--- src/msfc_regs.svh ---
// Purpose: offsets, field positions, reset values and levels of the modem status block
// Assumes: byte addresses on a 32-bit AXI4-Lite bus, one register per aligned word
// Notes:   definitions only
`ifndef MSFC_REGS_SVH
`define MSFC_REGS_SVH

// register byte offsets
`define MSFC_OFS_MODEM_LINE_STATUS  8'h00
`define MSFC_OFS_SCRATCH_BYTE       8'h04
`define MSFC_OFS_FEATURE_CONTROL    8'h08
`define MSFC_OFS_RESUME_FIRST       8'h0c
`define MSFC_OFS_RESUME_SECOND      8'h10
`define MSFC_OFS_PAUSE_FIRST        8'h14
`define MSFC_OFS_PAUSE_SECOND       8'h18
`define MSFC_OFS_LINE_CTRL          8'h1c
`define MSFC_OFS_INT_STATUS         8'h20
`define MSFC_OFS_INT_ENABLE         8'h24
`define MSFC_OFS_INT_CLEAR          8'h28

// line control fields
`define MSFC_LC_RTS_BIT             0
`define MSFC_LC_TRIG_LSB            1

// interrupt status bits
`define MSFC_INT_MODEM              0
`define MSFC_INT_RX_TRIGGER         1
`define MSFC_INT_RESUME_SEEN        2
`define MSFC_INT_PAUSE_SEEN         3
`define MSFC_INT_WIDTH              4

// reset values
`define MSFC_RST_BYTE               8'h00
`define MSFC_RST_INT                4'h0

// receive fifo depth and trigger levels
`define MSFC_FIFO_DEPTH             6'h20
`define MSFC_TRIG_LVL0              6'h08
`define MSFC_TRIG_LVL1              6'h10
`define MSFC_TRIG_LVL2              6'h18
`define MSFC_TRIG_LVL3              6'h1c

// axi responses
`define MSFC_RESP_OKAY              2'h0
`define MSFC_RESP_SLVERR            2'h2

`endif

--- src/msfc_pkg.sv ---
// Purpose: types shared by the modem status and flow control block
// Assumes: nothing beyond the register header
// Notes:   types only
package msfc_pkg;

    // feature_control layout, msb first
    typedef struct packed {
        logic       auto_cts_enable;
        logic       auto_rts_enable;
        logic       special_detect;
        logic       enhanced_enable;
        logic [1:0] tx_select;
        logic [1:0] rx_compare;
    } msfc_feature_t;

    // modem control inputs, pin polarity (active low)
    typedef struct packed {
        logic dcd_n;
        logic ri_n;
        logic dsr_n;
        logic cts_n;
    } msfc_modem_t;

    typedef enum logic [1:0] {
        MSFC_SEL_NONE   = 2'b00,
        MSFC_SEL_SECOND = 2'b01,
        MSFC_SEL_FIRST  = 2'b10,
        MSFC_SEL_BOTH   = 2'b11
    } msfc_sel_t;

endpackage

--- src/msfc_top.sv ---
// Purpose: modem status change tracking, scratch byte and flow-control features
// Assumes: modem inputs asynchronous, all other inputs synchronous to sys_clk
// Notes:   registers reached over AXI4-Lite
// How it works
// - DCD pin toggle sets the DCD change flag and requests a modem interrupt.
// - RI pin leaving logic 0 sets the ring change flag, bit 2.
// - DSR pin toggle sets change flag bit 1 and requests a modem interrupt.
// - CTS pin toggle sets change flag bit 0 and requests a modem interrupt.
// - modem interrupt is high while any change flag in bits 0..3 is set.
// - eight-bit scratch byte stores writes, returns them, affects nothing else.
// - auto CTS on: transmit halts while CTS pin is 1, resumes at 0.
// - auto CTS and auto RTS enables reset to 0, disabled.
// - auto RTS: interrupt at trigger level, RTS pin 1 at next level.
// - auto RTS: RTS pin back to 0 once fifo drops below level minus one.
// - auto RTS: line control readback returns the written RTS bit; RTS is manual when disabled.
// - feature bits 0..3 select single or dual software flow control.
// - dual mode treats two resume or two pause characters as one sequence.
// - reading modem status clears the four change flags.
// - auto CTS lets a character in progress finish before stopping.
// - bits 3:2 pick transmit characters, bits 1:0 receive comparison.
`timescale 1ns/1ns
`include "msfc_regs.svh"

module msfc_top
    import msfc_pkg::*;
(
    // clock and reset
    input  wire logic        sys_clk,
    input  wire logic        rst,
    // axi4-lite write address and data
    input  wire logic [7:0]  s_axi_awaddr,
    input  wire logic        s_axi_awvalid,
    output logic             s_axi_awready,
    input  wire logic [31:0] s_axi_wdata,
    input  wire logic [3:0]  s_axi_wstrb,
    input  wire logic        s_axi_wvalid,
    output logic             s_axi_wready,
    // axi4-lite write response
    output logic [1:0]       s_axi_bresp,
    output logic             s_axi_bvalid,
    input  wire logic        s_axi_bready,
    // axi4-lite read
    input  wire logic [7:0]  s_axi_araddr,
    input  wire logic        s_axi_arvalid,
    output logic             s_axi_arready,
    output logic [31:0]      s_axi_rdata,
    output logic [1:0]       s_axi_rresp,
    output logic             s_axi_rvalid,
    input  wire logic        s_axi_rready,
    // modem lines
    input  msfc_modem_t      modem_in,
    output logic             rts_n,
    // transmitter and receiver side
    input  wire logic        tx_busy,
    output logic             tx_allow,
    output logic [1:0]       tx_char_select,
    input  wire logic [5:0]  rx_fifo_level,
    input  wire logic [7:0]  rx_char,
    input  wire logic        rx_char_valid,
    output logic             resume_seen,
    output logic             pause_seen,
    // interrupts
    output logic             modem_irq,
    output logic             irq
);

    ////////////////////////////////////////////////////////////////////////////
    // modem input synchronisers
    msfc_modem_t sync1_q;
    msfc_modem_t sync2_q;
    msfc_modem_t prev_q;

    genvar gi;
    generate
        for (gi = 0; gi < 4; gi++) begin : g_sync
            always_ff @(posedge sys_clk or posedge rst) begin
                if (rst) begin
                    sync1_q[gi] <= 1'b1;
                    sync2_q[gi] <= 1'b1;
                    prev_q[gi]  <= 1'b1;
                end else begin
                    sync1_q[gi] <= modem_in[gi];
                    sync2_q[gi] <= sync1_q[gi];
                    prev_q[gi]  <= sync2_q[gi];
                end
            end
        end
    endgenerate

    ////////////////////////////////////////////////////////////////////////////
    // trigger level lookup, used for the level and for the next one up
    function automatic logic [5:0] trig_level(input logic [2:0] idx);
        case (idx)
            3'd0:    trig_level = `MSFC_TRIG_LVL0;
            3'd1:    trig_level = `MSFC_TRIG_LVL1;
            3'd2:    trig_level = `MSFC_TRIG_LVL2;
            3'd3:    trig_level = `MSFC_TRIG_LVL3;
            default: trig_level = `MSFC_FIFO_DEPTH;
        endcase
    endfunction

    ////////////////////////////////////////////////////////////////////////////
    // register state
    logic [3:0]          delta_q, delta_d;
    logic [7:0]          scratch_q, scratch_d;
    msfc_feature_t       feat_q, feat_d;
    logic [7:0]          res1_q, res1_d, res2_q, res2_d;
    logic [7:0]          pau1_q, pau1_d, pau2_q, pau2_d;
    logic [2:0]          lctrl_q, lctrl_d;
    logic [3:0]          ista_q, ista_d, ien_q, ien_d;
    logic                rts_n_q, rts_n_d, allow_q, allow_d;
    logic                modem_irq_q, modem_irq_d, irq_q, irq_d;
    logic                hit_res_q, hit_res_d, hit_pau_q, hit_pau_d;
    logic                half_res_q, half_res_d, half_pau_q, half_pau_d;
    logic                above_q, above_d;
    // bus state
    logic                awrdy_q, awrdy_d, wrdy_q, wrdy_d, bval_q, bval_d;
    logic [7:0]          waddr_q, waddr_d;
    logic [31:0]         wdata_q, wdata_d;
    logic [3:0]          wstrb_q, wstrb_d;
    logic                bslv_q, bslv_d;
    logic                arrdy_q, arrdy_d, rval_q, rval_d, rslv_q, rslv_d;
    logic [31:0]         rdata_q, rdata_d;

    logic [3:0]          chg;
    logic                wr_fire, rd_fire, msr_read;
    logic [5:0]          lvl, lvl_next;
    logic [3:0]          ev;
    logic                cmp_first, cmp_second, cmp_both;

    always_comb begin
        // change detection on synchronised levels
        chg[3] = sync2_q.dcd_n ^ prev_q.dcd_n;
        chg[2] = sync2_q.ri_n & ~prev_q.ri_n;
        chg[1] = sync2_q.dsr_n ^ prev_q.dsr_n;
        chg[0] = sync2_q.cts_n ^ prev_q.cts_n;

        wr_fire  = ~awrdy_q & ~wrdy_q & ~bval_q;
        rd_fire  = s_axi_arvalid & arrdy_q;
        msr_read = rd_fire & (s_axi_araddr == `MSFC_OFS_MODEM_LINE_STATUS);
        lvl      = trig_level({1'b0, lctrl_q[2:1]});
        lvl_next = trig_level({1'b0, lctrl_q[2:1]} + 3'd1);

        // defaults hold state
        delta_d   = delta_q;
        scratch_d = scratch_q;
        feat_d    = feat_q;
        res1_d    = res1_q;
        res2_d    = res2_q;
        pau1_d    = pau1_q;
        pau2_d    = pau2_q;
        lctrl_d   = lctrl_q;
        ien_d     = ien_q;
        ista_d    = ista_q;

        // read clears flags, a change in the same cycle still lands
        if (msr_read)
            delta_d = 4'h0;
        delta_d = delta_d | chg;

        // register writes once address and data are both held
        if (wr_fire && wstrb_q[0]) begin
            case (waddr_q)
                `MSFC_OFS_SCRATCH_BYTE:    scratch_d = wdata_q[7:0];
                `MSFC_OFS_FEATURE_CONTROL: feat_d    = wdata_q[7:0];
                `MSFC_OFS_RESUME_FIRST:    res1_d    = wdata_q[7:0];
                `MSFC_OFS_RESUME_SECOND:   res2_d    = wdata_q[7:0];
                `MSFC_OFS_PAUSE_FIRST:     pau1_d    = wdata_q[7:0];
                `MSFC_OFS_PAUSE_SECOND:    pau2_d    = wdata_q[7:0];
                `MSFC_OFS_LINE_CTRL:       lctrl_d   = wdata_q[2:0];
                `MSFC_OFS_INT_ENABLE:      ien_d     = wdata_q[3:0];
                `MSFC_OFS_INT_CLEAR:       ista_d    = ista_q & ~wdata_q[3:0];
                default: begin
                end
            endcase
        end

        // receive comparison decode
        cmp_first  = (feat_q.rx_compare == MSFC_SEL_FIRST);
        cmp_second = (feat_q.rx_compare == MSFC_SEL_SECOND);
        cmp_both   = (feat_q.rx_compare == MSFC_SEL_BOTH);
        hit_res_d  = 1'b0;
        hit_pau_d  = 1'b0;
        half_res_d = half_res_q;
        half_pau_d = half_pau_q;
        if (rx_char_valid) begin
            if (cmp_both) begin
                // dual mode: first char arms, second completes the pair
                hit_res_d  = half_res_q & (rx_char == res2_q);
                hit_pau_d  = half_pau_q & (rx_char == pau2_q);
                half_res_d = (rx_char == res1_q);
                half_pau_d = (rx_char == pau1_q);
            end else begin
                hit_res_d  = (cmp_first & (rx_char == res1_q)) |
                             (cmp_second & (rx_char == res2_q));
                hit_pau_d  = (cmp_first & (rx_char == pau1_q)) |
                             (cmp_second & (rx_char == pau2_q));
                half_res_d = 1'b0;
                half_pau_d = 1'b0;
            end
        end

        // sticky events; set wins over the write-one clear
        above_d = (rx_fifo_level >= lvl);
        ev[`MSFC_INT_MODEM]       = |chg;
        ev[`MSFC_INT_RX_TRIGGER]  = feat_q.auto_rts_enable & above_d & ~above_q;
        ev[`MSFC_INT_RESUME_SEEN] = hit_res_q;
        ev[`MSFC_INT_PAUSE_SEEN]  = hit_pau_q;
        ista_d = ista_d | ev;

        // auto cts gate, a character under way always completes
        if (!feat_q.auto_cts_enable || !sync2_q.cts_n)
            allow_d = 1'b1;
        else if (!tx_busy)
            allow_d = 1'b0;
        else
            allow_d = allow_q;

        // auto rts hysteresis around the programmed level
        if (!feat_q.auto_rts_enable)
            rts_n_d = ~lctrl_q[`MSFC_LC_RTS_BIT];
        else if (rx_fifo_level >= lvl_next)
            rts_n_d = 1'b1;
        else if (rx_fifo_level < lvl - 6'd1)
            rts_n_d = 1'b0;
        else
            rts_n_d = rts_n_q;

        modem_irq_d = |delta_d;
        irq_d       = |(ista_d & ien_d);
    end

    always_ff @(posedge sys_clk or posedge rst) begin
        if (rst) begin
            delta_q     <= 4'h0;
            scratch_q   <= `MSFC_RST_BYTE;
            feat_q      <= `MSFC_RST_BYTE;
            res1_q      <= `MSFC_RST_BYTE;
            res2_q      <= `MSFC_RST_BYTE;
            pau1_q      <= `MSFC_RST_BYTE;
            pau2_q      <= `MSFC_RST_BYTE;
            lctrl_q     <= 3'h0;
            ista_q      <= `MSFC_RST_INT;
            ien_q       <= `MSFC_RST_INT;
            allow_q     <= 1'b1;
            rts_n_q     <= 1'b1;
            modem_irq_q <= 1'b0;
            irq_q       <= 1'b0;
            hit_res_q   <= 1'b0;
            hit_pau_q   <= 1'b0;
            half_res_q  <= 1'b0;
            half_pau_q  <= 1'b0;
            above_q     <= 1'b0;
        end else begin
            delta_q     <= delta_d;
            scratch_q   <= scratch_d;
            feat_q      <= feat_d;
            res1_q      <= res1_d;
            res2_q      <= res2_d;
            pau1_q      <= pau1_d;
            pau2_q      <= pau2_d;
            lctrl_q     <= lctrl_d;
            ista_q      <= ista_d;
            ien_q       <= ien_d;
            allow_q     <= allow_d;
            rts_n_q     <= rts_n_d;
            modem_irq_q <= modem_irq_d;
            irq_q       <= irq_d;
            hit_res_q   <= hit_res_d;
            hit_pau_q   <= hit_pau_d;
            half_res_q  <= half_res_d;
            half_pau_q  <= half_pau_d;
            above_q     <= above_d;
        end
    end

    ////////////////////////////////////////////////////////////////////////////
    // axi4-lite slave: address and data latched independently, one write at a time
    always_comb begin
        awrdy_d = awrdy_q;
        wrdy_d  = wrdy_q;
        bval_d  = bval_q;
        bslv_d  = bslv_q;
        waddr_d = waddr_q;
        wdata_d = wdata_q;
        wstrb_d = wstrb_q;
        if (awrdy_q && s_axi_awvalid) begin
            awrdy_d = 1'b0;
            waddr_d = s_axi_awaddr;
        end
        if (wrdy_q && s_axi_wvalid) begin
            wrdy_d  = 1'b0;
            wdata_d = s_axi_wdata;
            wstrb_d = s_axi_wstrb;
        end
        if (wr_fire) begin
            bval_d = 1'b1;
            bslv_d = (waddr_q > `MSFC_OFS_INT_CLEAR) || (waddr_q[1:0] != 2'b00) ||
                     (waddr_q == `MSFC_OFS_MODEM_LINE_STATUS) ||
                     (waddr_q == `MSFC_OFS_INT_STATUS);
        end
        if (bval_q && s_axi_bready) begin
            bval_d  = 1'b0;
            awrdy_d = 1'b1;
            wrdy_d  = 1'b1;
        end

        arrdy_d = arrdy_q;
        rval_d  = rval_q;
        rslv_d  = rslv_q;
        rdata_d = rdata_q;
        if (rd_fire) begin
            arrdy_d = 1'b0;
            rval_d  = 1'b1;
            rslv_d  = 1'b0;
            rdata_d = 32'h0;
            case (s_axi_araddr)
                `MSFC_OFS_MODEM_LINE_STATUS:
                    rdata_d[7:0] = {~sync2_q, delta_q};
                `MSFC_OFS_SCRATCH_BYTE:    rdata_d[7:0] = scratch_q;
                `MSFC_OFS_FEATURE_CONTROL: rdata_d[7:0] = feat_q;
                `MSFC_OFS_RESUME_FIRST:    rdata_d[7:0] = res1_q;
                `MSFC_OFS_RESUME_SECOND:   rdata_d[7:0] = res2_q;
                `MSFC_OFS_PAUSE_FIRST:     rdata_d[7:0] = pau1_q;
                `MSFC_OFS_PAUSE_SECOND:    rdata_d[7:0] = pau2_q;
                `MSFC_OFS_LINE_CTRL:       rdata_d[2:0] = lctrl_q;
                `MSFC_OFS_INT_STATUS:      rdata_d[3:0] = ista_q;
                `MSFC_OFS_INT_ENABLE:      rdata_d[3:0] = ien_q;
                `MSFC_OFS_INT_CLEAR:       rdata_d      = 32'h0;
                default:                   rslv_d       = 1'b1;
            endcase
        end
        if (rval_q && s_axi_rready) begin
            rval_d  = 1'b0;
            arrdy_d = 1'b1;
        end
    end

    always_ff @(posedge sys_clk or posedge rst) begin
        if (rst) begin
            awrdy_q <= 1'b1;
            wrdy_q  <= 1'b1;
            bval_q  <= 1'b0;
            bslv_q  <= 1'b0;
            waddr_q <= 8'h00;
            wdata_q <= 32'h0;
            wstrb_q <= 4'h0;
            arrdy_q <= 1'b1;
            rval_q  <= 1'b0;
            rslv_q  <= 1'b0;
            rdata_q <= 32'h0;
        end else begin
            awrdy_q <= awrdy_d;
            wrdy_q  <= wrdy_d;
            bval_q  <= bval_d;
            bslv_q  <= bslv_d;
            waddr_q <= waddr_d;
            wdata_q <= wdata_d;
            wstrb_q <= wstrb_d;
            arrdy_q <= arrdy_d;
            rval_q  <= rval_d;
            rslv_q  <= rslv_d;
            rdata_q <= rdata_d;
        end
    end

    assign s_axi_awready  = awrdy_q;
    assign s_axi_wready   = wrdy_q;
    assign s_axi_bvalid   = bval_q;
    assign s_axi_bresp    = bslv_q ? `MSFC_RESP_SLVERR : `MSFC_RESP_OKAY;
    assign s_axi_arready  = arrdy_q;
    assign s_axi_rvalid   = rval_q;
    assign s_axi_rdata    = rdata_q;
    assign s_axi_rresp    = rslv_q ? `MSFC_RESP_SLVERR : `MSFC_RESP_OKAY;
    assign rts_n          = rts_n_q;
    assign tx_allow       = allow_q;
    assign tx_char_select = feat_q.tx_select;
    assign resume_seen    = hit_res_q;
    assign pause_seen     = hit_pau_q;
    assign modem_irq      = modem_irq_q;
    assign irq            = irq_q;

    ////////////////////////////////////////////////////////////////////////////
    // checks
    property p_dcd_flag;
        @(posedge sys_clk) disable iff (rst)
        (sync2_q.dcd_n != prev_q.dcd_n) |=> delta_q[3];
    endproperty
    a_dcd_flag: assert property (p_dcd_flag) else $error("dcd change not flagged");

    property p_ri_flag;
        @(posedge sys_clk) disable iff (rst)
        $rose(sync2_q.ri_n) |-> ##1 delta_q[2];
    endproperty
    a_ri_flag: assert property (p_ri_flag) else $error("ri release not flagged");

    property p_dsr_flag;
        @(posedge sys_clk) disable iff (rst)
        $changed(sync2_q.dsr_n) |=> delta_q[1] && modem_irq;
    endproperty
    a_dsr_flag: assert property (p_dsr_flag) else $error("dsr change lost");

    property p_cts_flag;
        @(posedge sys_clk) disable iff (rst)
        $changed(sync2_q.cts_n) |=> delta_q[0];
    endproperty
    a_cts_flag: assert property (p_cts_flag) else $error("cts change lost");

    property p_modem_irq;
        @(posedge sys_clk) disable iff (rst)
        modem_irq == (|delta_q);
    endproperty
    a_modem_irq: assert property (p_modem_irq) else $error("modem irq wrong");

    property p_read_clears;
        @(posedge sys_clk) disable iff (rst)
        (msr_read && chg == 4'h0) |=> (delta_q == 4'h0) && rval_q;
    endproperty
    a_read_clears: assert property (p_read_clears) else $error("flags not cleared");

    property p_cts_halt;
        @(posedge sys_clk) disable iff (rst)
        (feat_q.auto_cts_enable && sync2_q.cts_n && !tx_busy) |=> !tx_allow;
    endproperty
    a_cts_halt: assert property (p_cts_halt) else $error("auto cts did not halt");

    property p_cts_finish;
        @(posedge sys_clk) disable iff (rst)
        (tx_allow && tx_busy) |=> tx_allow;
    endproperty
    a_cts_finish: assert property (p_cts_finish) else $error("character cut short");

    property p_rts_high;
        @(posedge sys_clk) disable iff (rst)
        (feat_q.auto_rts_enable && rx_fifo_level >= lvl_next) |=> rts_n;
    endproperty
    a_rts_high: assert property (p_rts_high) else $error("rts not raised");

    property p_rts_low;
        @(posedge sys_clk) disable iff (rst)
        (feat_q.auto_rts_enable && rx_fifo_level < lvl - 6'd1) |=> !rts_n;
    endproperty
    a_rts_low: assert property (p_rts_low) else $error("rts not released");

endmodule

--- config.mk ---
export PLATFORM = sky130hd
export DESIGN_NAME = msfc_top
export DESIGN_NICKNAME = d
export VERILOG_FILES = /design/src/msfc_pkg.sv /design/src/msfc_top.sv
export VERILOG_INCLUDE_DIRS = /design/src
export SDC_FILE = /design/constraint.sdc
export NUM_CORES = 1
export LEC_CHECK = 0
export ABC_AREA = 1
export BUFFER_PORTS_ARGS = -buffer_cell sky130_fd_sc_hd__buf_2
export CORE_ASPECT_RATIO = 1.1
export CORE_MARGIN = 2
export CORE_UTILIZATION = 30
export CTS_CLUSTER_DIAMETER = 80
export DETAILED_ROUTE_END_ITERATION = 10
export GPL_ROUTABILITY_DRIVEN = 0
export SLEW_MARGIN = 0
export SYNTH_ARGS = -nofsm -noshare
export SYNTH_HDL_FRONTEND = slang
export SYNTH_SLANG_ARGS = --single-unit
--- constraint.sdc ---
create_clock -name sys_clk -period 5.8 [get_ports sys_clk]
set_input_delay 1.74 -clock sys_clk [delete_from_list [all_inputs] [get_ports sys_clk]]
set_output_delay 1.74 -clock sys_clk [all_outputs]
set_load 0.005 [all_outputs]
-- Word level (Yosys, flattened, before mapping)
Index checks and enable logic that the tools add are counted.
- add/sub/neg operators: 2
- $lt $le $gt $ge: 4
- eq/ne operators: 35
- multiplexer cells: 34
- bitwise logic cells: 30
- reductions and logical operators: 31
- operators by type and width (operator ; count):
    equality test 8 x 5 -> 1 bit, second input constant ; 8
    equality test 8 x 6 -> 1 bit, second input constant ; 6
    case mux 6 bit (4 select lines) ; 2
    equality test 8 x 4 -> 1 bit, second input constant ; 4
    equality test 8 bit ; 4
    case mux 3 bit (10 select lines) ; 1
    case mux 4 bit (7 select lines) ; 1
    2-to-1 mux 1 bit ; 22
    2-to-1 mux 4 bit ; 5
    equality test 8 x 3 -> 1 bit, second input constant ; 2
    logical NOT 8 bit ; 2
    AND reduction 2 bit ; 7
    AND 1 bit ; 13
    >= comparator 6 bit ; 2
    OR reduction 4 bit ; 3
    OR reduction 11 bit ; 1
    nonzero test 2 bit ; 5
    case mux 1 bit (9 select lines) ; 1
    AND 4 bit ; 2
    equality test 2 bit, second input constant ; 4
    > comparator 8 x 6 -> 1 bit, second input constant ; 1
    inverter 4 bit ; 2
    OR 4 bit ; 2
    equality test 3 x 2 -> 1 bit, second input constant ; 2
    other kinds (16) ; 34
- flip-flop bits (word level): 116
- output and inout bits: 49
- logic and storage cells: 183

-- Logic depth before layout (Yosys ltp)
Gate-level depths: netlist of run 1.
- depth in word-level cells: 8
- gate-level depth with buffers: 13
- gate-level depth less buffers: 13

-- Least setup slack after synthesis of run 1
OpenSTA, ideal clock, no wires.
- path type: input to register
- from: in s_axi_araddr[1]
- to: reg modem_irq_q (netlist: modem_irq)
- library setup time: 0.130 ns
- arrival: 2.565 ns
- required time: 5.670 ns
- setup slack: 3.105 ns
- stages: 7
- path buffers: 0
- cells stage by stage: nor2_2 > nand3_1 > nor2_2 > nand2_1 > a21o_1 > nor2_1 > nand3_1
- word-level cells in the longest chain between the ends: 5
- RTL lines (what ; RTL line ; text):
    start, declared ; msfc_top.sv:43 ; input wire logic [7:0] s_axi_araddr,
    logical NOT 8 bit ; -- ;
    AND 1 bit ; msfc_top.sv:140 ; msr_read = rd_fire & (s_axi_araddr == `MSFC_OFS_MODEM_LINE_STATUS);
    2-to-1 mux 4 bit ; msfc_top.sv:157 ; if (msr_read)
    OR 4 bit ; msfc_top.sv:159 ; delta_d = delta_d | chg;
    via delta_d[0] ; msfc_top.sv:104 ; logic [3:0] delta_q, delta_d;
    OR reduction 4 bit ; msfc_top.sv:229 ; modem_irq_d = |delta_d;
    via modem_irq_d ; msfc_top.sv:112 ; logic modem_irq_q, modem_irq_d, irq_q, irq_d;
    end signal, assigned ; msfc_top.sv:267 ; modem_irq_q <= modem_irq_d;
    end, declared ; msfc_top.sv:112 ;
The timed path passes the listed nets, and every way through them passes these cells.
A chain may end at the register's enable or synchronous reset.

-- Final worst setup path of run 1
- from: in s_axi_araddr[7]
- to: reg rdata_q[7] (netlist: s_axi_rdata[7])
- word-level cells in the longest chain between the ends: 2
- elaborated cells on any way between the ends: 8
- those cells by class: eq/ne: 6; mux: 1; reduce/logical: 1
- RTL lines (what ; RTL line ; text):
    equality test 8 x 5 -> 1 bit (tied with other cells) ; msfc_top.sv:317 ; case (s_axi_araddr)
    case mux 4 bit (7 select lines) (*) ; msfc_top.sv:317 ;
    end signal, assigned ; msfc_top.sv:363 ; rdata_q <= rdata_d;
    end, declared ; msfc_top.sv:123 ; logic [31:0] rdata_q, rdata_d;
Mark *: on every way between the ends. The rest lies on a longest branch, timed or not.

==> key figures, run 1 <==
Routing
  – Overall routed net length: 15,980 um
  – Post-route DRC: 0
  – Vias per cell: 4.491
  – Routed WL per cell: 14.47 um
  – DR top layer: met4
  – Via Count: 4,958
  – Antenna Nets Post-Route: 0
  – Met1 WL: 7212 um
  – Met2 WL: 7402 um
  – DR WL met3: 922 um
  – First drt pass iteration count: 5
  – Initial DRC count: 318

Placed design
  – Dpl hpwl: 12,200 um
  – DP Cell Count: 1,070
  – Post-DP Area: 6676 um2
  – PortBufs: 74
  – Worst slack, placed: 2.464 ns

Synthesis
  – Xor-xnor portion of the synthesized cell area: 5.217%
  – Syn Inst Count: 760
  – Yosys cell types: 35
  – #FFs+latches synth: 116
  – Mux cell area share after synthesis: 1.088%
  – Post-synthesis simple-gate area fraction: 26.22%
  – Synth Flop Type: dfrtp_1
  – Post-synthesis sequential area ratio: 47.07%
  – Main combinational cell family by area after synthesis: simple AND/OR/NAND/NOR gates
  – Compound-Gate Fraction of Synth Area: 8.137%
  – Post-synth EDFFs: 0
  – Mapped Area: 6212 um2
  – Syn Area/Cell: 8.174 um2
  – Syn. warnings: 0
  – Adder-cell share of the synthesized area: 3.021%
  – Synth async-reset ratio: 100.0%

Floorplan
  – Die height: 154.9 um
  – Chip Width: 141.2 um
  – Initial Utilization: 30.39%
  – Core Box Area: 20,440 um2
  – # IOs: 128
  – Overall die area: 21,880 um2
  – Row cnt: 55

Setup path
  – Crit start category: input pin
  – Cell count of the worst reg-to-reg path: 12
  – CP max FO: 12
  – Crit Path Class: in -> reg
  – CP arrival: 3.26 ns
  – Data required, critical path: 6.15 ns
  – Crit. End Element: flop

STA
  – Tcrit/Tclk final: 50.14%
  – Fin crit period: 2.908 ns
  – Max-slew headroom: 54.29%
  – Final setup vio count: 0
  – Fin Clk Skew: 0.006147 ns
  – Max Slew Vio Count: 0
  – Sum Neg Setup Slack: 0 ns
  – Final WS setup: 2.892 ns
  – Max frequency: 343.9 MHz
  – Unrepaired setup endpoints after global routing: no
  – Final hold viol count: 0
  – Worst Tran Pin Value: 0.6857 ns

GRT
  – Overall routing resource usage: 15.48%
  – Global route overflow: 0
  – Wire length of the first global-routing pass: 26,040 um
  – Vias in the first global route: 5,043
  – Largest net degree at the start of global routing: 55
  – Initial antenna violation count: 2

Layout
  – Most frequent cells in the layout: nand2_1 (240), dfrtp_1 (99), nor2_1 (78), buf_2 (74), inv_1 (60)
  – Final instance area: 7249 um2
  – Layout cells sized above 1: 19.74%
  – Most common cell after layout, fill and taps aside: nand2_1
  – Non-Filler Instances: 1,104
  – Final nets: 927
  – Area grow syn2layout: 16.70%

Clock tree
  – CTS Buf Count: 17
  – Clock transition at path regs: 0.05 ns
  – Postcts setup bufs: 0
  – CTS H-Tree Depth: 4
  – Number of hold buffers added after cts: 0
  – TritonCTS Sinks: 116
  – CTS Root Cell: clkbuf_16
  – Skew-Pair Late Insertion Delay: 0.41 ns
  – Clock tree buffer depth: 2
  – CTS-repair resized insts: 0
  – CTS tree: yes

Pwr
  – Peak VDD IR: 0.2109 mV
  – Leakage power: 3.552 nW
  – Power Dens Cells: 373.4 nW/um2
  – Pwr Total: 2.707 mW

Worst hold path
  – Hold Path Depth: 0
  – Worst min path class: reg -> reg

Run status
  – Status: complete, no violations

Run
  – # Max-Cap Violations: 0
metal layers:
layer,global-route usage (%),vias up
met5,0,-
met4,6.048,0
met3,4.401,29
met2,25.10,158
met1,19.59,2273
li1,-,2498
power breakdown:
part	internal (mW)	switching (mW)	leakage, nW
combinational	0.215	0.375	1.81
clock	0.606	0.383	0.279
sequential	0.991	0.137	1.46
total	1.81	0.895	3.55
sequential cells by signal, indices dropped and copies added, names as in the netlist, 6 cells and up:
signal / cells
pau2_q: 8
res2_q: 8
wdata_q: 8
pau1_q: 8
res1_q: 8
s_axi_rdata: 8
waddr_q: 8
feat_q: 6
scratch_q: 8
stage by stage:
| step | hold slack, ns | util, % |
|---|---|---|
| floorplan | 0.3452 | - |
| finish | 0.3541 | 35.47 |
| CTS | 0.3532 | 35.45 |
| detailed placement | 0.3468 | 32.67 |
| global route | 0.3587 | 35.46 |
| global placement | 0.3463 | 32.67 |
area by class of cell:
cell class	instances	area, um2
fillers	2163	13190
flip-flops and latches	116	2924
multi-input cells	560	2811
clock buffers	21	493.0
repair buffers	76	385.4
well taps	256	320.3
inverters	62	235.2
clock inverters	11	75.07
diodes	2	5.005
worst max-delay path, cell delays in order:
cell and delay (ns):
buf_2 0.12, nor2_2 0.16, nand3_2 0.15, inv_1 0.36
nand2_1 0.22, o21ai_0 0.23, nor2_1 0.07, nand2_1 0.09
nand2_1 0.05, nand2_1 0.06
synthesized netlist by cell type (all sizes together), types with 4 or more instances:
cell type / count / area [um2]
a21oi: 17 / 85.08
buf: 37 / 300.3
clkbuf: 10 / 37.54
dfrtp: 99 / 2477
dfstp: 17 / 446.7
ha: 15 / 187.7
inv: 62 / 232.7
mux2: 6 / 67.56
nand2: 245 / 932.1
nand3: 44 / 230.2
nand4: 4 / 31.28
nor2: 89 / 376.6
o21ai: 63 / 371.6
xnor2: 35 / 306.5
cell families after synthesis:
group | count (synthesis)
mux | 6
other cells | 1
compound gates | 87
simple gates | 389
xor+xnor | 37
flops | 116
buf+inv | 109
fa+ha+maj | 15
final timing paths:
kind / start / end / slack, ns
max in group asynchronous: rst / irq / 3.40
max reg2reg: lctrl_q[1] / irq / 3.85
min: sync1_q[1] / sync2_q[1] / 0.35
min reg2reg: sync1_q[1] / sync2_q[1] / 0.35
max: s_axi_araddr[7] / s_axi_rdata[7] / 2.89
min in group asynchronous: rst / pau1_q[6] / 1.35
Power figures use the tool's default switching activity.
==> inputs of run 2 (changes only) <==
==> constraint.sdc (replaced) <==
create_clock -name sys_clk -period 2.4 [get_ports sys_clk]
set_input_delay 0.72 -clock sys_clk [delete_from_list [all_inputs] [get_ports sys_clk]]
set_output_delay 0.72 -clock sys_clk [all_outputs]
set_load 0.005 [all_outputs]
==> key figures, run 2 (same netlist as run 1, synthesis figures left out) <==
GRT
  – Global route overflow: 0
  – Overall routing resource usage: 15.27%
  – Initial antenna violation count: 0
  – Largest net degree at the start of global routing: 51
  – Wire length of the first global-routing pass: 25,560 um
  – Vias in the first global route: 4,857

STA
  – Max-slew headroom: 58.64%
  – Min Hold Slack: 0.3400 ns
  – Fin crit period: 1.979 ns
  – Tcrit/Tclk final: 82.47%
  – Worst Tran Pin Value: 0.6189 ns
  – Final setup vio count: 0
  – Max Slew Vio Count: 0
  – Final hold viol count: 0
  – Sum Neg Setup Slack: 0 ns
  – Max frequency: 505.3 MHz
  – Fin Clk Skew: 0.01030 ns
  – Unrepaired setup endpoints after global routing: no

Layout
  – Final nets: 934
  – Most frequent cells in the layout: nand2_1 (240), dfrtp_1 (99), nor2_1 (78), buf_2 (74), inv_1 (60)
  – Area grow syn2layout: 17.99%
  – Layout cells sized above 1: 20.40%
  – Most common cell after layout, fill and taps aside: nand2_1
  – Filler cells: 2,108
  – Antenna diode count: 0
  – Multi-input gate area: 2811 um2
  – Storage element area: 2924 um2

Clock tree
  – Skew-Pair Late Insertion Delay: 0.42 ns
  – Clock transition at path regs: 0.06 ns
  – Number of hold buffers added after cts: 0
  – Clock tree buffer depth: 2
  – CTS tree: yes
  – Postcts setup bufs: 0
  – CTS Root Cell: clkbuf_16
  – CTS H-Tree Depth: 4
  – CTS-repair resized insts: 0
  – CTS Buf Count: 17
  – TritonCTS Sinks: 116

Pwr
  – Internal: 4.421 mW
  – Power Dens Cells: 900.7 nW/um2
  – Leakage power: 3.604 nW
  – Clock share of power: 37.0%
  – Peak VDD IR: 0.5139 mV
  – Pwr Total: 6.602 mW
  – Combinational share of power: 21.6%
  – Sequential share of power: 41.4%
  – Switching Share: 33.03%
  – P_sw: 2.181 mW

Setup path
  – Crit Path Class: reg -> reg
  – Data required, critical path: 2.70 ns
  – Delay-heaviest family, CP: simple AND/OR/NAND/NOR gates
  – CP Buf/Inv Count: 2
  – Crit-path cells: inv_1 -> ha_1 -> ha_1 -> and3_1 -> nand2_1 -> nand2_1 -> nand2_1 -> nand2_1 -> nand2_1 -> nand2_1 -> inv_1 -> nand2_1
  – CP max stage cell: dfrtp_1
  – Critical Path Max Stage Delay: 0.45 ns
  – Worst path most repeated cell: nand2_1
  – CP arrival: 2.28 ns
  – Crit. End Element: flop
  – Crit start category: flop
  – CP max FO: 6

Placed design
  – Dpl hpwl: 12,370 um
  – PortBufs: 74

Floorplan
  – Die height: 154.9 um
  – Row cnt: 55
  – Initial Utilization: 30.39%
  – Core Box Area: 20,440 um2
  – Overall die area: 21,880 um2
  – Chip Width: 141.2 um
  – # IOs: 128

Routing
  – Vias per cell: 4.463
  – DR WL met3: 872 um
  – First drt pass iteration count: 4
  – Via Count: 4,950
  – DR top layer: met4
  – Initial DRC count: 277
  – Met2 WL: 7653 um
  – Post-route DRC: 0
  – Overall routed net length: 15,960 um
  – Routed WL per cell: 14.39 um
  – Antenna Nets Post-Route: 0
  – Met1 WL: 7012 um

Worst hold path
  – Worst min path class: in -> async

Run
  – # Max-Cap Violations: 0

Run status
  – Status: complete, no violations
[run 2: cell count changes in the layout (fill, tap and decap cells not counted), sizes merged]
cell,change
buf,+7
inv,+6
clkinv,-4
clkbuf,-2
diode,-2
bufinv,+1
clkinvlp,-1
[run 2: worst register-to-register path, delay by kind of cell (launching register included)]
| family | cells | cell delay [ns] |
|---|---|---|
| adder cells (fa/ha/maj) | 2 | 0.55 |
| AND/OR/NAND/NOR | 8 | 0.68 |
| flip-flops | 1 | 0.45 |
| buffers and inverters | 2 | 0.17 |
[run 2: cell type report]
class	count	share of cell area, %
Multi-Input combinational cell	560	38.36
Timing Repair Buffer	83	6.316
Sequential cell	116	39.89
Clock buffer	19	6.197
Inverter	62	3.226
Tap cell	256	4.370
Clock inverter	13	1.639
[run 2: final timing paths]
check	startpoint	end	slack, ns	cells past startpoint
min	rst	tx_char_select[1]	0.34	2
min reg2reg	sync1_q[2]	sync2_q[2]	0.35	0
max reg2reg	lctrl_q[1]	irq	0.42	12
min in group sys_clk	sync1_q[2]	sync2_q[2]	0.35	0
max in group asynchronous	rst	sync2_q[0]	1.37	3
max	lctrl_q[1]	irq	0.42	12
[run 2: metrics by stage]
| stage | area (um2) | instances | utilization (%) | setup WS (ns) |
|---|---|---|---|---|
| 2_1_floorplan | 6310 | 785 | - | 0.2805 |
| 3_3_place_gp | 6755 | 1077 | 33.05 | 0.2731 |
| 3_5_place_dp | 6755 | 1077 | 33.05 | 0.2613 |
| 4_1_cts | 7330 | 1109 | 35.86 | 0.3995 |
| 5_1_grt | 7330 | 1109 | 35.86 | 0.2511 |
| 6_report | 7330 | 1109 | 35.86 | 0.4208 |
[run 2: layer usage]
layer  track usage, %  vias to the layer above
li1                 -                     2507
met1            19.67                     2296
met2            24.83                      119
met3            3.755                       28
met4            5.857                        0
met5                0                        -
[run 2: power by group through the flow]
stage / registers (mW) / logic [mW] / clock network [mW]
floorplan: 2.69 / 1.09 / 0
global placement: 2.75 / 1.41 / 0
detailed placement: 2.76 / 1.45 / 0
CTS: 2.73 / 1.45 / 2.51
global route: 2.79 / 1.66 / 2.60
finish: 2.73 / 1.42 / 2.45
==> inputs of run 3 (changes only) <==
==> constraint.sdc (replaced) <==
create_clock -name sys_clk -period 1.9 [get_ports sys_clk]
set_input_delay 0.57 -clock sys_clk [delete_from_list [all_inputs] [get_ports sys_clk]]
set_output_delay 0.57 -clock sys_clk [all_outputs]
set_load 0.005 [all_outputs]
==> key figures, run 3 (same netlist as run 1, synthesis figures left out) <==
Clock tree
  – CTS H-Tree Depth: 4
  – CTS tree: yes
  – TritonCTS Sinks: 116
  – CTS Buf Count: 17
  – Clock tree buffer depth: 2
  – Skew-Pair Late Insertion Delay: 0.42 ns
  – Clock transition at path regs: 0.05 ns
  – CTS Root Cell: clkbuf_16
  – Number of hold buffers added after cts: 0

GRT
  – Met3 usage: 3.847%
  – Largest net degree at the start of global routing: 56
  – Global route overflow: 0
  – Initial antenna violation count: 1
  – Wire length of the first global-routing pass: 26,010 um
  – Overall routing resource usage: 15.56%
  – GRT busiest layer: met2
  – Vias in the first global route: 4,961
  – M2 GR Usage: 25.31%
  – Met1 usage: 19.88%

Layout
  – Final instance area: 7650 um2
  – Most common cell after layout, fill and taps aside: nand2_1
  – Area grow syn2layout: 23.14%
  – Most frequent cells in the layout: nand2_1 (237), dfrtp_1 (98), nor2_1 (78), buf_2 (74), inv_1 (56)
  – Layout cells sized above 1: 23.83%
  – Final core occ: 37.43%
  – Final nets: 954

Run
  – # Max-Cap Violations: 0

STA
  – Final WS setup: 0.1393 ns
  – Fin crit period: 1.761 ns
  – Tcrit/Tclk final: 92.67%
  – Min Hold Slack: 0.09095 ns
  – Max Slew Vio Count: 0
  – Fin Clk Skew: 0.01135 ns
  – Max frequency: 568.0 MHz
  – Final hold viol count: 0
  – Final setup vio count: 0

Setup path
  – Cell count of the worst reg-to-reg path: 12
  – CP max FO: 6
  – Crit. End Element: flop
  – CP arrival: 2.07 ns
  – Data required, critical path: 2.20 ns
  – R2R Path Start: lctrl_q[1]
  – R2r endpoint: irq
  – R2r setup slk: 0.14 ns
  – Crit start category: flop
  – Crit Path Class: reg -> reg

Placed design
  – PortBufs: 74
  – Post-DP Area: 6908 um2
  – Dpl hpwl: 12,520 um
  – Worst slack, placed: -0.09503 ns

Routing
  – Routed WL per cell: 14.36 um
  – Antenna Nets Post-Route: 0
  – Vias per cell: 4.482
  – Overall routed net length: 16,230 um
  – Post-route DRC: 0
  – Via Count: 5,065
  – Initial DRC count: 263
  – First drt pass iteration count: 5

Pwr
  – Power Dens Cells: 1172 nW/um2
  – Peak VDD IR: 0.6752 mV
  – Leakage power: 3.738 nW
  – Pwr Total: 8.966 mW

Floorplan
  – Core Box Area: 20,440 um2
  – Row cnt: 55
  – Die height: 154.9 um
  – Overall die area: 21,880 um2
  – Chip Width: 141.2 um
  – # IOs: 128
  – Initial Utilization: 30.39%

Run status
  – Status: complete, no violations

Worst hold path
  – Worst min path class: in -> async
run 3: cell types whose count changed in the layout (fill, tap and decap cells not counted), sizes merged:
cell	before	now
buf	83	103
inv	68	61
bufinv	1	5
clkinvlp	1	4
clkbuf	19	21
clkinv	5	3
diode	0	1
run 3: final cells by class:
class | instances | area [um2]
diodes | 1 | 2.502
clock inverters | 11 | 198.9
repair buffers | 103 | 638.1
flip-flops and latches | 116 | 2925
fillers | 2107 | 12790
clock buffers | 21 | 470.5
multi-input cells | 560 | 2858
well taps | 256 | 320.3
inverters | 62 | 236.5
run 3: how the worst max path moves through the flow:
stage	start	end	slack [ns]	cells past startpoint
2_1_floorplan	rst	above_q	-0.07	1
3_3_place_gp	s_axi_araddr[0]	s_axi_rdata[7]	-0.07	10
3_5_place_dp	s_axi_araddr[0]	s_axi_rdata[7]	-0.1	10
4_1_cts	lctrl_q[2]	irq	0.02	12
5_1_grt	lctrl_q[1]	rts_n	-0.03	10
6_report	lctrl_q[1]	irq	0.14	12
run 3: worst max-delay path, cell delays in order, from the launching register on:
cell and delay, ns:
dfrtp_2 0.45, inv_2 0.08, ha_4 0.18, ha_1 0.29, and3_1 0.17, nand2_1 0.06, nand2_2 0.06, nand2_2 0.09
nand2_2 0.06, nand2_1 0.05, nand2_1 0.05, inv_1 0.04, nand2_1 0.05
run 3: repair_timing:
action,4_1_cts,5_1_grt
setup buffers,0,3
endpoints found under the hold margin,0,0
resized for setup,1,16
setup endpoints to repair,1,2
pin swaps,0,3
run 3: report_power, final:
part | leakage (nW) | internal, mW | total, mW | switching (mW)
registers | 1.46 | 3.03 | 3.45 | 0.428
logic | 1.97 | 0.740 | 1.91 | 1.17
clock network | 0.316 | 2.44 | 3.60 | 1.17
run 3: metrics by stage:
stage | setup TNS, ns | std cells
global route | -0.03534 | 1129
detailed placement | -0.1850 | 1094
global placement | -0.09728 | 1094
CTS | 0 | 1126
finish | 0 | 1130
floorplan | -6.883 | 785
run 3: metal layers:
metal  wire (um)  vias to the layer above
met5           0                        -
met4         424                        0
met3         884                       28
met2        7808                      142
met1        7108                     2341
li1            -                     2554
